$ cat src/acs_pkg.sv
// Package for the conversion sequencer: register map, fields, timing.
package acs_pkg;

	// ********************************
	// Register byte addresses
	// ********************************
	localparam logic [7:0] ADDR_RESULT_HIGH = 8'h00;
	localparam logic [7:0] ADDR_RESULT_LOW = 8'h04;
	localparam logic [7:0] ADDR_CHANNEL_CONTROL = 8'h08;
	localparam logic [7:0] ADDR_FORMAT_CONFIG = 8'h0c;
	localparam logic [7:0] ADDR_COMPARE_CONTROL = 8'h10;
	localparam logic [7:0] ADDR_PORT_DATA = 8'h14;
	localparam logic [7:0] ADDR_PIN_DIRECTION = 8'h18;
	localparam logic [7:0] ADDR_STATUS = 8'h1c;

	// ********************************
	// Fields and reset values
	// ********************************
	localparam int CC_ENABLE_BIT = 0;
	localparam int CC_START_BIT = 2;
	localparam int CC_CHAN_LSB = 3;
	localparam int CC_CLKSEL_LSB = 6;
	localparam int FC_PCFG_LSB = 0;
	localparam int FC_CLKSEL2_BIT = 6;
	localparam int FC_FORMAT_BIT = 7;
	localparam logic [7:0] CC_WRITE_MASK = 8'hfd;
	localparam logic [7:0] FC_WRITE_MASK = 8'hcf;
	localparam logic [7:0] CC_RESET = 8'h00;
	localparam logic [7:0] FC_RESET = 8'h00;
	localparam logic [3:0] TRIGGER_MODE = 4'hb;
	localparam logic [1:0] RESP_OKAY = 2'b00;
	localparam logic [1:0] RESP_SLVERR = 2'b10;

	// ********************************
	// Conversion clock selections
	// ********************************
	localparam logic [2:0] CLKSEL_DIV2 = 3'h0;
	localparam logic [2:0] CLKSEL_DIV4 = 3'h4;
	localparam logic [2:0] CLKSEL_DIV8 = 3'h1;
	localparam logic [2:0] CLKSEL_DIV16 = 3'h5;
	localparam logic [2:0] CLKSEL_DIV32 = 3'h2;
	localparam logic [2:0] CLKSEL_DIV64 = 3'h6;

	// ********************************
	// Timing in conversion clock periods
	// ********************************
	localparam logic [3:0] CONVERT_PERIODS = 4'd12;
	localparam logic [3:0] ABORT_WAIT_PERIODS = 4'd2;

	typedef enum {ST_IDLE, ST_CONVERT, ST_HOLDOFF} acs_state_t;

	typedef struct packed {
		logic [9:0] value;
		logic done;
	} acs_core_result_t;

endpackage

$ cat src/acs_sequencer.sv
// Conversion sequencer with AXI4-Lite register slave.
`timescale 1ns/100ps
module acs_sequencer import acs_pkg::*; #(
	parameter int PIN_COUNT = 8
) (
	input wire logic aclk, // System clock, 50 MHz
	input wire logic aresetn, // Synchronous reset, active low
	input wire logic [7:0] s_axi_awaddr, // Write address
	input wire logic s_axi_awvalid, // Write address valid
	output logic s_axi_awready, // Write address ready
	input wire logic [31:0] s_axi_wdata, // Write data
	input wire logic [3:0] s_axi_wstrb, // Write strobes
	input wire logic s_axi_wvalid, // Write data valid
	output logic s_axi_wready, // Write data ready
	output logic [1:0] s_axi_bresp, // Write response
	output logic s_axi_bvalid, // Write response valid
	input wire logic s_axi_bready, // Write response ready
	input wire logic [7:0] s_axi_araddr, // Read address
	input wire logic s_axi_arvalid, // Read address valid
	output logic s_axi_arready, // Read address ready
	output logic [31:0] s_axi_rdata, // Read data
	output logic [1:0] s_axi_rresp, // Read response
	output logic s_axi_rvalid, // Read valid
	input wire logic s_axi_rready, // Read ready
	input wire logic rc_clock_tick, // Internal RC clock level, async
	input wire logic special_event_trigger, // Compare trigger pulse, same clock
	input wire logic [PIN_COUNT-1:0] pin_level, // Raw pin levels, async
	input wire logic [PIN_COUNT-1:0] analog_pin_map, // Pins set analog by config decode
	input wire acs_core_result_t core_result, // Core result and done pulse
	output logic core_start, // Start pulse to analog core
	output logic core_abort, // Abort pulse to analog core
	output logic core_acquire, // Acquisition restart pulse
	output logic [2:0] core_channel, // Selected channel
	output logic [3:0] analog_pin_config, // Analog pin configuration field
	output logic conversion_tick, // One tick per conversion period
	output logic timer_reset, // Clears Timer1 or Timer3
	output logic converter_interrupt_flag // Set on completion, cleared on write
);

	// ********************************
	// Registers
	// ********************************
	logic [7:0] channel_control;
	logic [7:0] format_config;
	logic [7:0] compare_control;
	logic [7:0] pin_direction;
	logic [7:0] result_high;
	logic [7:0] result_low;
	acs_state_t state;
	logic [6:0] div_count;
	logic [3:0] period_count;
	logic [1:0] rc_sync;
	logic rc_prev;
	logic [PIN_COUNT-1:0] pin_meta;
	logic [PIN_COUNT-1:0] pin_sync;
	logic aw_held, w_held;
	logic [7:0] aw_addr;
	logic [31:0] w_data;
	logic [3:0] w_strb;

	wire converter_enable_bit = channel_control[CC_ENABLE_BIT];
	wire start_done = channel_control[CC_START_BIT];
	wire result_format_select = format_config[FC_FORMAT_BIT];
	wire [2:0] conversion_clock_select = {format_config[FC_CLKSEL2_BIT],
		channel_control[CC_CLKSEL_LSB+1:CC_CLKSEL_LSB]};
	wire [3:0] compare_mode_field = compare_control[3:0];

	// Divider length for a selection; zero means internal RC
	function automatic logic [6:0] div_len(input logic [2:0] sel);
		case (sel)
			CLKSEL_DIV2: div_len = 7'd2;
			CLKSEL_DIV4: div_len = 7'd4;
			CLKSEL_DIV8: div_len = 7'd8;
			CLKSEL_DIV16: div_len = 7'd16;
			CLKSEL_DIV32: div_len = 7'd32;
			CLKSEL_DIV64: div_len = 7'd64;
			default: div_len = 7'd0;
		endcase
	endfunction

	// ********************************
	// Conversion clock
	// ********************************
	// RC clock synchronised
	always_ff @(posedge aclk) begin
		rc_sync <= {rc_sync[0], rc_clock_tick};
		rc_prev <= rc_sync[1];
	end

	wire [6:0] cur_len = div_len(conversion_clock_select);

	// tick from divider or RC rising edge
	always_comb begin
		if (cur_len == 7'd0) begin
			conversion_tick = state != ST_IDLE && rc_sync[1] && !rc_prev;
		end else begin
			conversion_tick = state != ST_IDLE && div_count == cur_len - 7'd1;
		end
	end

	// ********************************
	// Register write decode
	// ********************************
	wire wr_fire = aw_held && w_held && !s_axi_bvalid;
	wire wr_byte = wr_fire && w_strb[0];
	wire [7:0] wr_val = w_data[7:0];
	wire wr_cc = wr_byte && aw_addr == ADDR_CHANNEL_CONTROL;
	wire soft_start = wr_cc && wr_val[CC_START_BIT] && !start_done;
	wire soft_clear = wr_cc && !wr_val[CC_START_BIT];
	// trigger starts only in mode 1011 with converter enabled
	wire trig_start = special_event_trigger && compare_mode_field == TRIGGER_MODE
		&& converter_enable_bit;
	wire abort_now = state == ST_CONVERT && (soft_clear || !converter_enable_bit);
	// Abort in the last period wins, so no partial result lands
	wire finish = state == ST_CONVERT && conversion_tick
		&& period_count == CONVERT_PERIODS - 4'd1 && !abort_now;

	// Restart on abort, so with a divider selected the holdoff spans two whole periods
	// divider counter
	always_ff @(posedge aclk) begin
		if (!aresetn || state == ST_IDLE || cur_len == 7'd0 || abort_now) begin
			div_count <= 7'd0;
		end else if (div_count >= cur_len - 7'd1) begin
			div_count <= 7'd0;
		end else begin
			div_count <= div_count + 7'd1;
		end
	end

	// ********************************
	// Sequencer
	// ********************************
	always_ff @(posedge aclk) begin
		if (!aresetn) begin
			state <= ST_IDLE;
			period_count <= 4'd0;
		end else begin
			case (state)
				ST_IDLE: begin
					period_count <= 4'd0;
					if (start_done && converter_enable_bit) begin
						state <= ST_CONVERT;
					end
				end
				ST_CONVERT: begin
					if (abort_now) begin
						state <= ST_HOLDOFF;
						period_count <= 4'd0;
					end else if (finish) begin
						state <= ST_IDLE;
					end else if (conversion_tick) begin
						period_count <= period_count + 4'd1;
					end
				end
				ST_HOLDOFF: begin
					if (conversion_tick) begin
						if (period_count == ABORT_WAIT_PERIODS - 4'd1) begin
							state <= ST_IDLE;
						end else begin
							period_count <= period_count + 4'd1;
						end
					end
				end
				default: state <= ST_IDLE;
			endcase
		end
	end

	always_comb begin
		core_start = state == ST_IDLE && start_done && converter_enable_bit;
		core_abort = abort_now;
		core_acquire = state == ST_HOLDOFF && conversion_tick
			&& period_count == ABORT_WAIT_PERIODS - 4'd1;
		core_channel = channel_control[CC_CHAN_LSB+2:CC_CHAN_LSB];
		analog_pin_config = format_config[FC_PCFG_LSB+3:FC_PCFG_LSB];
		// a trigger in mode 1011 resets the timer, even when disabled
		timer_reset = special_event_trigger && compare_mode_field == TRIGGER_MODE;
	end

	// ********************************
	// Control registers
	// ********************************
	// reset returns control registers to reset state
	always_ff @(posedge aclk) begin
		if (!aresetn) begin
			channel_control <= CC_RESET;
			format_config <= FC_RESET;
			compare_control <= 8'h00;
			pin_direction <= 8'hff;
		end else begin
			if (wr_cc) begin
				channel_control <= (wr_val & CC_WRITE_MASK) | {5'h00, start_done, 2'b00}
					& {5'h00, wr_val[CC_START_BIT], 2'b00};
				// Software start only sets; a clear write clears
				if (soft_start) begin
					channel_control[CC_START_BIT] <= 1'b1;
				end
			end
			if (wr_byte && aw_addr == ADDR_FORMAT_CONFIG) begin
				format_config <= wr_val & FC_WRITE_MASK;
			end
			if (wr_byte && aw_addr == ADDR_COMPARE_CONTROL) begin
				compare_control <= wr_val;
			end
			if (wr_byte && aw_addr == ADDR_PIN_DIRECTION) begin
				pin_direction <= wr_val;
			end
			// done clears start bit; trigger set wins
			if (trig_start) begin
				channel_control[CC_START_BIT] <= 1'b1;
			end else if (finish || (state == ST_CONVERT && !converter_enable_bit)) begin
				channel_control[CC_START_BIT] <= 1'b0;
			end
		end
	end

	// flag set with completion; set wins over clear
	always_ff @(posedge aclk) begin
		if (!aresetn) begin
			converter_interrupt_flag <= 1'b0;
		end else if (finish) begin
			converter_interrupt_flag <= 1'b1;
		end else if (wr_byte && aw_addr == ADDR_STATUS && wr_val[0]) begin
			converter_interrupt_flag <= 1'b0;
		end
	end

	// ********************************
	// Result pair, kept through reset
	// ********************************
	// no reset on the result bytes
	always_ff @(posedge aclk) begin
		// load on completion, never on abort
		if (finish) begin
			if (result_format_select) begin
				result_high <= {6'h00, core_result.value[9:8]};
				result_low <= core_result.value[7:0];
			end else begin
				result_high <= core_result.value[9:2];
				result_low <= {core_result.value[1:0], 6'h00};
			end
		end else begin
			// plain registers when no result lands
			if (wr_byte && aw_addr == ADDR_RESULT_HIGH) begin
				result_high <= wr_val;
			end
			if (wr_byte && aw_addr == ADDR_RESULT_LOW) begin
				result_low <= wr_val;
			end
		end
	end

	// ********************************
	// Pins
	// ********************************
	always_ff @(posedge aclk) begin
		pin_meta <= pin_level;
		pin_sync <= pin_meta;
	end

	// ********************************
	// AXI4-Lite write channel
	// ********************************
	always_ff @(posedge aclk) begin
		if (!aresetn) begin
			aw_held <= 1'b0;
			w_held <= 1'b0;
			s_axi_bvalid <= 1'b0;
			aw_addr <= 8'h00;
			w_data <= 32'h0;
			w_strb <= 4'h0;
		end else begin
			if (s_axi_awvalid && s_axi_awready) begin
				aw_held <= 1'b1;
				aw_addr <= s_axi_awaddr;
			end
			if (s_axi_wvalid && s_axi_wready) begin
				w_held <= 1'b1;
				w_data <= s_axi_wdata;
				w_strb <= s_axi_wstrb;
			end
			if (wr_fire) begin
				aw_held <= 1'b0;
				w_held <= 1'b0;
				s_axi_bvalid <= 1'b1;
			end else if (s_axi_bready) begin
				s_axi_bvalid <= 1'b0;
			end
		end
	end

	function automatic logic mapped(input logic [7:0] a);
		mapped = a[1:0] == 2'b00 && a <= ADDR_STATUS;
	endfunction

	logic wr_ok;
	always_ff @(posedge aclk) begin
		if (!aresetn) begin
			wr_ok <= 1'b1;
		end else if (wr_fire) begin
			wr_ok <= mapped(aw_addr) && aw_addr != ADDR_PORT_DATA;
		end
	end

	always_comb begin
		s_axi_awready = !aw_held && !s_axi_bvalid;
		s_axi_wready = !w_held && !s_axi_bvalid;
		s_axi_bresp = wr_ok ? RESP_OKAY : RESP_SLVERR;
	end

	// ********************************
	// AXI4-Lite read channel
	// ********************************
	logic [7:0] rd_val;
	always_comb begin
		case (s_axi_araddr)
			ADDR_RESULT_HIGH: rd_val = result_high;
			ADDR_RESULT_LOW: rd_val = result_low;
			ADDR_CHANNEL_CONTROL: rd_val = channel_control;
			ADDR_FORMAT_CONFIG: rd_val = format_config;
			ADDR_COMPARE_CONTROL: rd_val = compare_control;
			ADDR_PORT_DATA: rd_val = 8'(pin_sync & ~analog_pin_map);
			ADDR_PIN_DIRECTION: rd_val = pin_direction;
			ADDR_STATUS: rd_val = {6'h00, state != ST_IDLE, converter_interrupt_flag};
			default: rd_val = 8'h00;
		endcase
	end

	always_ff @(posedge aclk) begin
		if (!aresetn) begin
			s_axi_rvalid <= 1'b0;
			s_axi_rdata <= 32'h0;
			s_axi_rresp <= RESP_OKAY;
		end else if (s_axi_arvalid && s_axi_arready) begin
			s_axi_rvalid <= 1'b1;
			s_axi_rdata <= {24'h0, rd_val};
			s_axi_rresp <= mapped(s_axi_araddr) ? RESP_OKAY : RESP_SLVERR;
		end else if (s_axi_rready) begin
			s_axi_rvalid <= 1'b0;
		end
	end

	assign s_axi_arready = !s_axi_rvalid;
endmodule

$ cat config.mk
export PLATFORM = sky130hd
export DESIGN_NAME = acs_sequencer
export DESIGN_NICKNAME = d
export VERILOG_FILES = /design/src/acs_pkg.sv /design/src/acs_sequencer.sv
export SDC_FILE = /design/constraint.sdc
export NUM_CORES = 1
export LEC_CHECK = 0
export ABC_CLOCK_PERIOD_IN_PS = 3400
export BUFFER_PORTS_ARGS = -buffer_cell sky130_fd_sc_hd__buf_4
export CORE_MARGIN = 1
export CORE_UTILIZATION = 52
export DETAILED_ROUTE_END_ITERATION = 8
export PLACE_DENSITY = 0.88
export SLEW_MARGIN = 15
export SYNTH_ARGS = -nofsm -noshare
export SYNTH_HDL_FRONTEND = slang
export SYNTH_SLANG_ARGS = --single-unit
$ cat constraint.sdc
create_clock -name aclk -period 3.4 [get_ports aclk]
set_clock_uncertainty 0.15 [all_clocks]
set_input_delay 0.68 -clock aclk [delete_from_list [all_inputs] [get_ports aclk]]
set_output_delay 0.68 -clock aclk [all_outputs]
set_load 0.05 [all_outputs]
==> results_dict.tcl, run 1 <==
set metrics [dict create \
    status "finished clean" \
    die_area_mm2 0.0104 \
    place_inst 731 \
    hold_slack_ns 0.184 \
    fp.coreArea_mm2 0.00973 \
    hold_viol 0 \
    ctsHoldBuffers 0 \
    critPathMaxFanout 7 \
    synth_fa_ha_area_frac 0.0313 \
    vias 4185 \
    clkTransAtPathRegs_ns 0.10 \
    nets 710 \
    timing.fmax_ghz 0.311 \
    required_ns 2.57 \
    cts_buffers 9 \
    detailed_place_hpwl_um 8860 \
    yosysSeqAreaShare 0.450 \
    worstSetupPathType "reg -> out" \
    vdd_drop_max_uv 258 \
    rsz0062_at_grt "no" \
    synth-seq-cells 109 \
    leakage_nw 2.49 \
    die_h_um 102 \
    fin_crit_sh 0.946 \
    htreeDepth 3 \
    maxSlewViolCount 0 \
    multiInputGateArea_mm2 0.00257 \
    power.share.sequential 0.573 \
    p_sw_frac 0.274 \
    switchingPower_w 0.000656 \
    synth-edff-count 16 \
    period_needed_ns 3.22 \
    area_growth_pct 15.8 \
    clockBufferDepth 2 \
    fillCellCount 798 \
    netlist_instances 535 \
    firstDrtPassIters 5 \
    synthSimpleGateAreaFrac 0.198 \
    ys_warn_count 0 \
    wire_per_inst_um 15.8 \
    mostFrequentLayoutCells "buf_4, dfxtp_1, nand2_1" \
    worst_slew_pin_slew_ns 0.640 \
    die_w_um 102 \
    synth_largest_type_area_fraction 0.358 \
    yosys.cell_types.count 62 \
    cts_tree "built" \
    pin_count 142 \
    synth_xor_area_frac 0.00842 \
    antennaDiodeCount 0 \
    grt_pass1_wl_um 18700 \
    synth_top_family_by_area "simple AND/OR/NAND/NOR gates" \
    muxShareOfSynthArea 0.106 \
    synth_compound_area_frac 0.130 \
    netlist_top_cells_area "dfxtp_1, edfxtp_1, mux2i_1" \
    insertion_delay_ns 0.38 \
    via_per_inst 5.60 \
    place.gp.congestion 0.984 \
    layout-drive-gt1-share 0.215 \
    start_util 0.535 \
    max_cap_violations 0 \
    setup_tns_ns 0 \
    drcViolationCount 0 \
    powerDensity_mw_per_mm2 396 \
    ff_latch_area_mm2 0.00234 \
    grt_max_degree 38 \
    syn_area_per_cell_um2 9.72 \
    layout_commonest_cell "buf_4" \
    ys_dominant_reg_cell "dfxtp_1" \
    num_rows 36 \
    cts_setup_buffers 0 \
    final_cell_count_no_fill 747 \
    combinationalPowerShare 0.118 \
    overflow 0 \
    cts.sinks 109 \
    port-buffer-count 87 \
    setup_violations 0 \
    drt-total-wl_um 11800 \
    syn_area_mm2 0.00520 \
    detail-route-antenna-nets 0 \
    start_kind "flip-flop" \
    worstSetupEndpointType "output pin" \
    intPower_w 0.00173 \
    async_reset_ff_frac 0 \
    drt_iter0_drc 251 \
    root_buffer "clkbuf_8" \
    yosysTopAreaCell "dfxtp_1" \
    min_path_type "reg -> reg" \
    clkPwrFrac 0.309 \
    slew-limit-headroom 0.572 \
    antenna_found_initial 0 \
    grt_usage 0.234 \
    cp.arrival_ns 2.39 \
    grt_pass1_vias 3931 \
]
## layout make-up
type,instances,share of cell area
multi-input cells,380,0.426
flip-flops and latches,109,0.389
repair buffers,95,0.118
well taps,133,0.0276
clock buffers,10,0.0228
inverters,14,0.00872
clock inverters,6,0.00748
## cells by family after synthesis
kind of cell	count (synthesis)
buffers and inverters	71
AND/OR/NAND/NOR	195
flip-flops	109
multiplexers	51
other	1
XOR/XNOR	5
adder cells (fa/ha/maj)	13
AO/OA/AOI/OAI	90
## sequential cells by signal (all words and copies together) (netlist names), 2 cells and up
name / count
result_low: 8
pin_direction: 8
pin_sync: 8
format_config: 6
aw_addr: 8
channel_control: 7
state: 2
rc_sync: 2
s_axi_rdata: 8
w_data: 8
compare_control: 8
period_count: 4
div_count: 7
pin_meta: 8
result_high: 8
## path summary, 6_finish.rpt
| check | from | cells after the start | slack, ns | to |
|---|---|---|---|---|
| setup / recovery | channel_control[6]$_SDFFE_PN0P_ | 7 | 0.18 | core_acquire |
| hold / removal | pin_meta[4]$_DFF_P_ | 0 | 0.18 | pin_sync[4]$_DFF_P_ |
| setup reg to reg | channel_control[6]$_SDFFE_PN0P_ | 9 | 0.64 | result_high[2]$_DFFE_PP_ |
| hold reg to reg | pin_meta[4]$_DFF_P_ | 0 | 0.18 | pin_sync[4]$_DFF_P_ |
## Yosys cell counts, types with 4 or more instances
cell      instances
nand3b_1          4
nand3_1          19
a22oi_1           6
mux2i_1          44
edfxtp_1         16
mux2_2            4
a21boi_0         13
buf_4            33
nand2b_1          5
nand2_1          59
ha_1             13
nor2_1           25
inv_1            14
nor3_1            7
clkbuf_1         22
a221oi_1          5
nand4_1           4
dfxtp_1          93
o21ai_0          18
and2_1            4
a22o_1            5
a21oi_1           7
and3_1            8
nor3b_1           6
o211ai_1          4
nor2b_1          37
## timing repair
| action | 4_1_cts | 5_1_grt |
|---|---|---|
| endpoints found under the setup margin | 1 | 2 |
| gates cloned | 0 | 0 |
| gates resized for setup | 1 | 1 |
## critical path, cell delays in order (launching register included)
cell and delay [ns]:
dfxtp_1 0.46, nand2_1 0.15, ha_1 0.32, nand4_1 0.12
nor4b_2 0.35, or2_1 0.23, and3_1 0.18, buf_4 0.20
## power by group through the flow
stage / sequential (W) / combinational, W / clock (W)
after floorplan: 0.00139 / 0.000206 / 0
after detailed placement: 0.00140 / 0.000280 / 0
after CTS: 0.00137 / 0.000281 / 0.000750
after global routing: 0.00137 / 0.000303 / 0.000803
final: 0.00137 / 0.000281 / 0.000738
after global placement: 0.00140 / 0.000274 / 0
## routing by layer
| metal | vias up | wire (um) | global-route usage |
|---|---|---|---|
| li1 | 1991 | - | - |
| met1 | 1982 | 4850 | 0.286 |
| met3 | 35 | 790 | 0.0499 |
| met2 | 177 | 5840 | 0.398 |
| met4 | 0 | 344 | 0.103 |
| met5 | - | 0 | 0 |
## stage by stage
step | total power, W | setup slack (ns) | instance area, um2 | utilization
after floorplan | 0.00160 | 0.285 | 5300 | -
after global placement | 0.00167 | 0.492 | 5840 | 0.600
after detailed placement | 0.00168 | 0.421 | 5840 | 0.600
after CTS | 0.00240 | 0.128 | 6020 | 0.619
after global routing | 0.00248 | 0.0301 | 6020 | 0.619
final | 0.00239 | 0.184 | 6020 | 0.619
(Power assumes the default switching activity.)
==> run 2: changes to the inputs <==
- ABC_CLOCK_PERIOD_IN_PS: 3400 -> 2900
- CORE_UTILIZATION: 52 -> 48
- PLACE_DENSITY: 0.88 -> 0.86
- clock period: 3.4 -> 2.9 ns (I/O delays scaled with it)
==> results_dict.tcl, run 2 (same netlist as run 1, synthesis figures left out) <==
set metrics [dict create \
    status "finished clean" \
    top_usage_layer "met2" \
    drt_iter0_drc 235 \
    setup_violations 0 \
    grt_pass1_wl_um 19500 \
    die_h_um 106 \
    required_ns 2.17 \
    start_kind "flip-flop" \
    leakage_nw 2.60 \
    port-buffer-count 87 \
    worst_slew_pin_slew_ns 0.636 \
    clockBufferDepth 2 \
    p_sw_frac 0.256 \
    cts_tree "built" \
    intPower_w 0.00219 \
    vdd_drop_max_uv 325 \
    area_growth_pct 19.8 \
    overflow 0 \
    final_cell_count_no_fill 757 \
    fillCellCount 878 \
    grt_use_met2 0.380 \
    combinationalPowerShare 0.113 \
    mostFrequentLayoutCells "buf_4, dfxtp_1, nand2_1" \
    slew-limit-headroom 0.572 \
    multiInputGateArea_mm2 0.00266 \
    rsz0062_at_grt "yes" \
    place_inst 735 \
    start_util 0.499 \
    critPathMaxFanout 6 \
    detailed_place_hpwl_um 8950 \
    finalWorstSetupSlack_ns 0.0539 \
    period_needed_ns 2.85 \
    clkTransAtPathRegs_ns 0.10 \
    use_met3 0.0441 \
    hold_viol 0 \
    cts_buffers 9 \
    num_rows 37 \
    place.gp.congestion 0.932 \
    timing.fmax_ghz 0.351 \
    fin_crit_sh 0.981 \
    max_cap_violations 0 \
    detail-route-antenna-nets 0 \
    vias 4176 \
    worstSetupPathType "reg -> out" \
    pre_cts_ws_ns 0.0518 \
    fp.coreArea_mm2 0.0104 \
    grtUsageMet1 0.273 \
    cp.arrival_ns 2.12 \
    maxSlewViolCount 0 \
    antenna_found_initial 0 \
    ff_latch_area_mm2 0.00235 \
    nets 717 \
    layout_commonest_cell "buf_4" \
    grt_max_degree 43 \
    insertion_delay_ns 0.37 \
    powerDensity_mw_per_mm2 473 \
    worstSetupEndpointType "output pin" \
    pin_count 142 \
    drcViolationCount 0 \
    die_w_um 106 \
    ctsHoldBuffers 0 \
    power.share.sequential 0.544 \
    wire_per_inst_um 16.5 \
    die_area_mm2 0.0113 \
    root_buffer "clkbuf_8" \
    clkPwrFrac 0.343 \
    grt_usage 0.224 \
    drt-total-wl_um 12500 \
    min_path_type "in -> reg" \
    cts.sinks 109 \
    via_per_inst 5.52 \
    firstDrtPassIters 5 \
    htreeDepth 3 \
    antennaDiodeCount 0 \
    layout-drive-gt1-share 0.245 \
    switchingPower_w 0.000756 \
    grt_pass1_vias 3946 \
    total_power_w 0.00295 \
]
[run 2: final timing paths]
kind,from,end,slack [ns],depth (start not counted)
max,channel_control[6]$_SDFFE_PN0P_,core_acquire,0.05,7
min,pin_level[0],pin_meta[0]$_DFF_P_,0.15,1
max reg2reg,channel_control[6]$_SDFFE_PN0P_,result_high[2]$_DFFE_PP_,0.26,10
min reg2reg,pin_meta[7]$_DFF_P_,pin_sync[7]$_DFF_P_,0.19,0
[run 2: worst max-delay path: stages, from the launching register on]
cell	delay, ns
dfxtp_4	0.39
nor3_2	0.22
ha_1	0.21
nand4_1	0.16
nor4b_4	0.28
or2_1	0.16
and3_4	0.19
buf_8	0.14
[run 2: power by group through the flow]
stage	combinational (W)	sequential, W	clock [W]
CTS	0.000330	0.00160	0.00102
global route	0.000355	0.00161	0.00109
detailed placement	0.000328	0.00164	0
global placement	0.000323	0.00164	0
floorplan	0.000242	0.00163	0
finish	0.000332	0.00160	0.00101
[run 2: final cells by class]
| cell class | count | area share |
|---|---|---|
| clock buffer | 13 | 0.0291 |
| clock inverter | 3 | 0.00642 |
| inverter | 14 | 0.00843 |
| multi-input combinational | 380 | 0.426 |
| sequential | 109 | 0.378 |
| tap | 136 | 0.0273 |
| timing repair buffer | 102 | 0.125 |
[run 2: repair_timing]
| action | in CTS | in global routing |
|---|---|---|
| setup endpoints to repair | 3 | 3 |
| buffers inserted | 1 | 5 |
| resized for setup | 11 | 15 |
| pin swaps | 2 | 9 |
[run 2: metal layers]
metal / share of wire / routed length (um)
met2: 0.50 / 6220
met1: 0.42 / 5220
met3: 0.052 / 651
met4: 0.029 / 365
met5: 0 / 0
[run 2: stage by stage]
step	utilization	cell area, um2	hold slack (ns)	TNS (ns)
6_report	0.598	6230	0.153	0
5_1_grt	0.598	6230	0.128	-0.189
4_1_cts	0.587	6120	0.140	0
3_5_place_dp	0.562	5850	0.164	0
3_3_place_gp	0.562	5850	0.161	0
2_1_floorplan	-	5310	0.160	0
